`src/psf_defs.vh`:
```
// constants for the predriver serial control and fault port
`ifndef PSF_DEFS_VH
`define PSF_DEFS_VH
`define PSF_NUM_CH        4
`define PSF_GATE_RST      4'h0
`define PSF_SHIFT_RST     4'h0
`define PSF_FAULT_RST     4'h0
`define PSF_MSB_CH        3
`define PSF_SEL_INTERNAL  1'h0
`define PSF_SEL_EXTERNAL  1'h1
`endif

```
`src/psf_serial_port.v`:
```
// serial control and fault reporting port of a four-channel low-side predriver
// What this block does
// - falling reset input clears all registers but the synchronisers and edge history, gates off, fault flag released
// - shift register advances on falling serial clock: sample input, shift out next
// - control bit 1 turns its gate on, 0 turns it off
// - serial output is three-state and shifts captured fault status to the host
// - serial output forwards shifted-in bits onward for daisy chaining
// - chip select high keeps serial output in high impedance
// - reference select 0 picks internal reference, 1 picks external, both fault kinds
// - chip select falling enables output, loads fault status, refreshes fault flag
// - chip select rising moves shifted control bits into the gate control register
// - fault registers update while deselected, snapshot frozen while selected
// - open-drain wire-or fault flag in real time for load and battery faults
`timescale 1ns/1ps
`include "psf_defs.vh"

module psf_serial_port (
  input  wire       clk_sys,
  input  wire       sys_rst,
  input  wire       reset_n,
  input  wire       cs_n,
  input  wire       sclk,
  input  wire       serial_in,
  input  wire       ref_select,
  input  wire [3:0] short_int_det,
  input  wire [3:0] short_ext_det,
  input  wire [3:0] open_int_det,
  input  wire [3:0] open_ext_det,
  input  wire       bat_volt_fault,
  output reg  [3:0] gate_outputs,
  output reg        serial_out,
  output reg        serial_out_oe_n,
  output reg        fault_flag_n_out,
  output reg        fault_flag_n_oe_n
);

  // first synchroniser stages; only the matching second stage reads them
  reg        rstn_meta_reg;
  reg        cs_meta_reg;
  reg        sclk_meta_reg;
  reg        sdi_meta_reg;
  reg        sel_meta_reg;
  reg        bat_meta_reg;
  reg  [3:0] short_int_meta_reg;
  reg  [3:0] short_ext_meta_reg;
  reg  [3:0] open_int_meta_reg;
  reg  [3:0] open_ext_meta_reg;

  // second synchroniser stages; the only copies the logic may read
  reg        rstn_sync_reg;
  reg        cs_sync_reg;
  reg        sclk_sync_reg;
  reg        sdi_sync_reg;
  reg        sel_sync_reg;
  reg        bat_sync_reg;
  reg  [3:0] short_int_sync_reg;
  reg  [3:0] short_ext_sync_reg;
  reg  [3:0] open_int_sync_reg;
  reg  [3:0] open_ext_sync_reg;

  // previous synchronised levels, kept for edge finding
  reg        rstn_prev_reg;
  reg        cs_prev_reg;
  reg        sclk_prev_reg;

  // shift chain, fault source for the snapshot and the latched flag part
  reg  [3:0] shift_reg;
  reg  [3:0] fault_reg;
  reg        flag_latch_reg;

  // next values worked out by the combinational block
  reg  [3:0] shift_next;
  reg  [3:0] fault_next;
  reg        flag_latch_next;
  reg  [3:0] gate_next;
  reg        serial_next;
  reg        serial_oe_n_next;
  reg        flag_oe_n_next;

  // decoded edges and fault summaries
  wire       rst_fall;
  wire       cs_fall;
  wire       cs_rise;
  wire       sclk_fall;
  wire [3:0] short_sel;
  wire [3:0] open_sel;
  wire [3:0] chan_flt;
  wire       live_fault;

  // reference choice
  // one selector serves both the shorted and the open comparator sets
  function [3:0] pick_ref;
    input       sel;
    input [3:0] int_det;
    input [3:0] ext_det;
    begin
      if (sel == `PSF_SEL_EXTERNAL) begin
        pick_ref = ext_det;
      end else begin
        pick_ref = int_det;
      end
    end
  endfunction

  // reset pin; a pulse shorter than one clock may be missed
  always @(posedge clk_sys) begin
    rstn_meta_reg <= reset_n;
    rstn_sync_reg <= rstn_meta_reg;
  end

  // chip select pin
  always @(posedge clk_sys) begin
    cs_meta_reg <= cs_n;
    cs_sync_reg <= cs_meta_reg;
  end

  // serial clock pin; sampling limits the usable link rate
  always @(posedge clk_sys) begin
    sclk_meta_reg <= sclk;
    sclk_sync_reg <= sclk_meta_reg;
  end

  // serial data pin, same delay as the clock so they stay aligned
  always @(posedge clk_sys) begin
    sdi_meta_reg <= serial_in;
    sdi_sync_reg <= sdi_meta_reg;
  end

  // reference select pin
  always @(posedge clk_sys) begin
    sel_meta_reg <= ref_select;
    sel_sync_reg <= sel_meta_reg;
  end

  // battery voltage fault
  always @(posedge clk_sys) begin
    bat_meta_reg <= bat_volt_fault;
    bat_sync_reg <= bat_meta_reg;
  end

  // shorted-load detections, internal reference
  always @(posedge clk_sys) begin
    short_int_meta_reg <= short_int_det;
    short_int_sync_reg <= short_int_meta_reg;
  end

  // shorted-load detections, external reference
  always @(posedge clk_sys) begin
    short_ext_meta_reg <= short_ext_det;
    short_ext_sync_reg <= short_ext_meta_reg;
  end

  // open-load detections, internal reference
  always @(posedge clk_sys) begin
    open_int_meta_reg <= open_int_det;
    open_int_sync_reg <= open_int_meta_reg;
  end

  // open-load detections, external reference
  always @(posedge clk_sys) begin
    open_ext_meta_reg <= open_ext_det;
    open_ext_sync_reg <= open_ext_meta_reg;
  end

  // edge history; idle levels at reset avoid a false edge after it
  always @(posedge clk_sys) begin
    if (sys_rst) begin
      rstn_prev_reg <= 1'h1;
      cs_prev_reg   <= 1'h1;
      sclk_prev_reg <= 1'h1;
    end else begin
      rstn_prev_reg <= rstn_sync_reg;
      cs_prev_reg   <= cs_sync_reg;
      sclk_prev_reg <= sclk_sync_reg;
    end
  end

  assign rst_fall   = rstn_prev_reg & ~rstn_sync_reg;
  assign cs_fall    = cs_prev_reg & ~cs_sync_reg;
  assign cs_rise    = ~cs_prev_reg & cs_sync_reg;
  // serial clock falls count only while selected
  assign sclk_fall  = sclk_prev_reg & ~sclk_sync_reg & ~cs_sync_reg;

  // selected detections; a channel faults on short or open
  assign short_sel  = pick_ref(sel_sync_reg, short_int_sync_reg, short_ext_sync_reg);
  assign open_sel   = pick_ref(sel_sync_reg, open_int_sync_reg, open_ext_sync_reg);
  assign chan_flt   = short_sel | open_sel;
  // any live load fault or battery fault
  assign live_fault = (|chan_flt) | bat_sync_reg;

  // next state of the serial port
  always @* begin
    shift_next       = shift_reg;
    fault_next       = fault_reg;
    flag_latch_next  = flag_latch_reg;
    gate_next        = gate_outputs;
    serial_next      = serial_out;
    serial_oe_n_next = serial_out_oe_n;
    // real-time flag
    // the latched part holds the snapshot's fault summary until the next chip select fall or reset
    flag_oe_n_next   = ~(flag_latch_reg | live_fault);
    if (cs_sync_reg) begin
      fault_next = chan_flt;
    end
    if (cs_fall) begin
      shift_next       = fault_reg;
      flag_latch_next  = |fault_reg;
      serial_next      = fault_reg[`PSF_MSB_CH];
      serial_oe_n_next = 1'h0;
    end else if (sclk_fall) begin
      shift_next  = {shift_reg[`PSF_MSB_CH-1:0], sdi_sync_reg};
      serial_next = shift_reg[`PSF_MSB_CH-1];
    end
    if (cs_sync_reg) begin
      serial_oe_n_next = 1'h1;
    end
    if (cs_rise) begin
      gate_next = shift_reg;
    end
  end

  // registers; every output leaves straight from a flop
  always @(posedge clk_sys) begin
    if (sys_rst || rst_fall) begin
      shift_reg         <= `PSF_SHIFT_RST;
      fault_reg         <= `PSF_FAULT_RST;
      flag_latch_reg    <= 1'h0;
      gate_outputs      <= `PSF_GATE_RST;
      serial_out        <= 1'h0;
      serial_out_oe_n   <= 1'h1;
      fault_flag_n_out  <= 1'h0;
      fault_flag_n_oe_n <= 1'h1;
    end else begin
      shift_reg         <= shift_next;
      fault_reg         <= fault_next;
      flag_latch_reg    <= flag_latch_next;
      gate_outputs      <= gate_next;
      serial_out        <= serial_next;
      serial_out_oe_n   <= serial_oe_n_next;
      // open drain: the pad only ever pulls low
      fault_flag_n_out  <= 1'h0;
      fault_flag_n_oe_n <= flag_oe_n_next;
    end
  end

endmodule

```
`config.mk`:
```
export PLATFORM = sky130hd
export DESIGN_NAME = psf_serial_port
export DESIGN_NICKNAME = d
export VERILOG_FILES = /design/src/psf_serial_port.v
export VERILOG_INCLUDE_DIRS = /design/src /design/src/src
export SDC_FILE = /design/constraint.sdc
export NUM_CORES = 1
export LEC_CHECK = 0
export BUFFER_PORTS_ARGS = -buffer_cell sky130_fd_sc_hd__buf_2
export CORE_ASPECT_RATIO = 0.5
export CORE_MARGIN = 1
export CORE_UTILIZATION = 30
export CTS_CLUSTER_DIAMETER = 80
export DETAILED_ROUTE_END_ITERATION = 6
export GPL_ROUTABILITY_DRIVEN = 0
export RECOVER_POWER = 25
export SLEW_MARGIN = 20
export SYNTH_ARGS = -nofsm -noshare
export SYNTH_HDL_FRONTEND = slang
export SYNTH_SLANG_ARGS = --single-unit
```
`constraint.sdc`:
```
create_clock -name clk_sys -period 1.2 [get_ports clk_sys]
set_clock_uncertainty 0.2 [all_clocks]
set_input_delay 0.24 -clock clk_sys [delete_from_list [all_inputs] [get_ports clk_sys]]
set_output_delay 0.24 -clock clk_sys [all_outputs]
set_load 0.1 [all_outputs]
```
### Word level (Yosys, flattened, before mapping)

Cells that the tools add are included.

* mux-type cells: 6
* bitwise gates (word level): 13
* reductions and logical operators: 5

Operators by type and width (number)
* 4-bit two-way mux: 4
* 4-bit OR reduction: 2
* 1-bit bitwise AND: 5
* 1-bit NOT: 5
* 4-bit OR: 1
* 1-bit two-way mux: 2
* 1-bit OR: 2
* 2-bit nonzero test: 1
* 2-bit OR reduction: 1
* 1-bit logical OR: 1

* register bits: 63
* bits of input ports: 24
* output and inout port bits: 8

### Depth between registers and ports, before layout

* depth after elaboration: 6
* mapped depth: 6
* gate-level depth less buffers: 4

### Worst setup path after synthesis

OpenSTA, ideal clock, no wires.

* path type: reg-to-reg
* start: register, netlist name serial_out
* end: register serial_out
* data arrival time: 1.254 ns
* data required time: 0.914 ns
* setup slack: -0.339 ns
* cell stages (with the launch flop): 3
* path buffers: 0
* clock period less this slack: 1.539 ns
* path through: dfxtp_1 > nor2_1 > a211oi_1

RTL lines
* end signal, assigned: RTL line psf_serial_port.v:238 `serial_out <= serial_next;`
* end, declared: RTL line psf_serial_port.v:31 `output reg serial_out,`

### Worst setup path after layout

* start: register gate_outputs[1]
* end: output port gate_outputs[1]

RTL lines
* start, declared: RTL line psf_serial_port.v:30 `output reg [3:0] gate_outputs,`
* start signal, assigned: RTL line psf_serial_port.v:228 `` gate_outputs <= `PSF_GATE_RST; ``
* start signal, assigned: RTL line psf_serial_port.v:237 `gate_outputs <= gate_next;`

No word-level cell between the ends.

==> results.toml <==
[status]
outcome = "complete, but fails checks"
violations = "negative setup slack"

[finish]
nets = 223
drive_above_1_share = 0.465
layout_commonest_cell = "dfxtp_1"
areaGrowthSynthToFinish_pct = 56.1
layout_common_cells = "48 x dfxtp_1, 24 x buf_2, 22 x dlygate4sd3_1, 17 x nor2_1, 12 x dfxtp_2"
n_antenna_cell = 0

[worst_setup_path]
required_ns = 0.76
endpoint_kind = "output port"
critPathLaunchType = "flop"
crit_chain = "buf_12"
critPathArrivalTime_ns = 0.85
crit_path_max_fanout = 2
cp_num_buf_inv = 1
path_class = "reg -> out"
cp_top_family = "flip-flops"
crit_slowest_cell = "dfxtp_2"
cp_slowest_stage_delay_ns = 0.35

[timing]
fmax_ghz = 0.774
hold_viol = 0
rsz0062_at_grt = "yes"
fin_ws_ns = -0.0926
tns_ns = -0.871
slew_viol_final = 0
finalSetupViolCount = 13
period_share = 1.08
layout_min_cycle_time_ns = 1.29

[die]
start_util = 0.323
dieArea_um2 = 5820
die_w_um = 107
ioPinCount = 32
die_h_um = 54.5
core_area_um2 = 5110
std_cell_rows = 18

[power]
power_leakage_uw = 0.00112
ir_drop_uv = 849
p_per_area_nw_per_um2 = 1560
p_total_uw = 4030

[grt]
gr-total-overflow = 0
grt_pass1_wl_mm = 4.55
antenna_found_initial = 0
grt_pass1_vias = 1044
grt_use_total = 0.112
grt_max_degree = 10

[drt]
drc = 0
num_vias = 1081
drt-initial-drc-count = 16
antenna_left = 0
wire_per_inst_um = 10.3
drt-total-wl_mm = 2.81
viasPerCell = 3.97
drtPass1Iterations = 4

[yosys]
synth_seq_cells = 62
synth_seq_area_share = 0.752
avgSynthCellArea_um2 = 12.9
syn-instance-count = 128
synthesis.nets = 152
synth_edf_count = 0
ys_types = 20
ys.flop_type = "dfxtp_1"
async_flop_share = 0
ys_warn_count = 0
syn_area_um2 = 1650

[worst_hold_path]
worst_hold_path_type = "in -> reg"

[clocking]
cts_sinks = 62
cts_made_buffers = 9
insertion_delay_ns = 0.33
clock_path_buffers = 2
tritoncts = "yes"
htree_num_levels = 3
cts_root_buffer = "clkbuf_8"
path_clk_slew_ns = 0.06

[flow_run]
maxCapViolations = 0

[placement]
dp_hpwl_mm = 1.76
io_buffers = 30
## area by class of cell
type / instances / area [um^2]
multi-input combinational: 59 / 470
clock inverter: 2 / 10.0
sequential: 62 / 1260
inverter: 2 / 7.51
clock buffer: 12 / 145
fill: 429 / 2530
timing repair buffer: 65 / 594
tap: 70 / 87.6
## cell usage after synthesis (all sizes together) (2+ instances only)
library cell / number / share of area
dfxtp: 62 / 0.75
nor2: 19 / 0.043
mux2i: 11 / 0.067
a21oi: 7 / 0.023
nor3: 5 / 0.015
buf: 4 / 0.025
a211oi: 3 / 0.014
nand2b: 3 / 0.013
or2: 3 / 0.011
a21o: 2 / 0.0091
inv: 2 / 0.0045
nor4: 2 / 0.0076
## metal layers
layer / routed length [um] / vias to the layer above / GRT usage
met2: 1420 / 25 / 0.191
met3: 164 / 2 / 0.0738
met5: 0 / - / 0
li1: - / 560 / -
met4: 14 / 0 / 0.0594
met1: 1210 / 494 / 0.107
## per-stage QoR
stage	cells	instance area, um^2	setup WS (ns)	hold slack (ns)	util
4_1_cts	271	2490	-0.118	0.0222	0.488
5_1_grt	272	2580	-0.152	0.0175	0.504
3_3_place_gp	233	2070	-0.0796	0.111	0.406
3_5_place_dp	233	2070	-0.193	0.113	0.406
6_report	272	2580	-0.0926	0.0360	0.504
2_1_floorplan	128	1690	-0.0587	0.0677	-
## power by group
part	switching [uW]	internal, uW
clock network	663	775
logic	161	200
registers	59.6	2170
## repair_timing
| item | in CTS | in global routing |
|---|---|---|
| hold endpoints to repair | 22 | 0 |
| cloned | 1 | 0 |
| resized for setup | 9 | 22 |
| buffers inserted | 1 | 1 |
| endpoints found under the setup margin | 18 | 18 |
| hold buffers | 22 | 0 |
| pin swaps | 2 | 6 |
## final timing paths
| kind | end | slack (ns) | from | cells past startpoint |
|---|---|---|---|---|
| max | gate_outputs[1] | -0.09 | gate_outputs[1] | 1 |
| min | rstn_prev_reg | 0.04 | sys_rst | 3 |
| max reg2reg | fault_flag_n_oe_n | -0.07 | sel_sync_reg | 4 |
| min reg2reg | sclk_sync_reg | 0.12 | sclk_meta_reg | 0 |
## logic make-up after synthesis
family,count (synthesis),synth area share
compound gates,13,0.0515
buf+inv,7,0.0318
flops,62,0.752
mux,11,0.0667
other cells,1,0.00227
simple gates,34,0.0962
No activity file was read; power rests on OpenSTA's default activity.
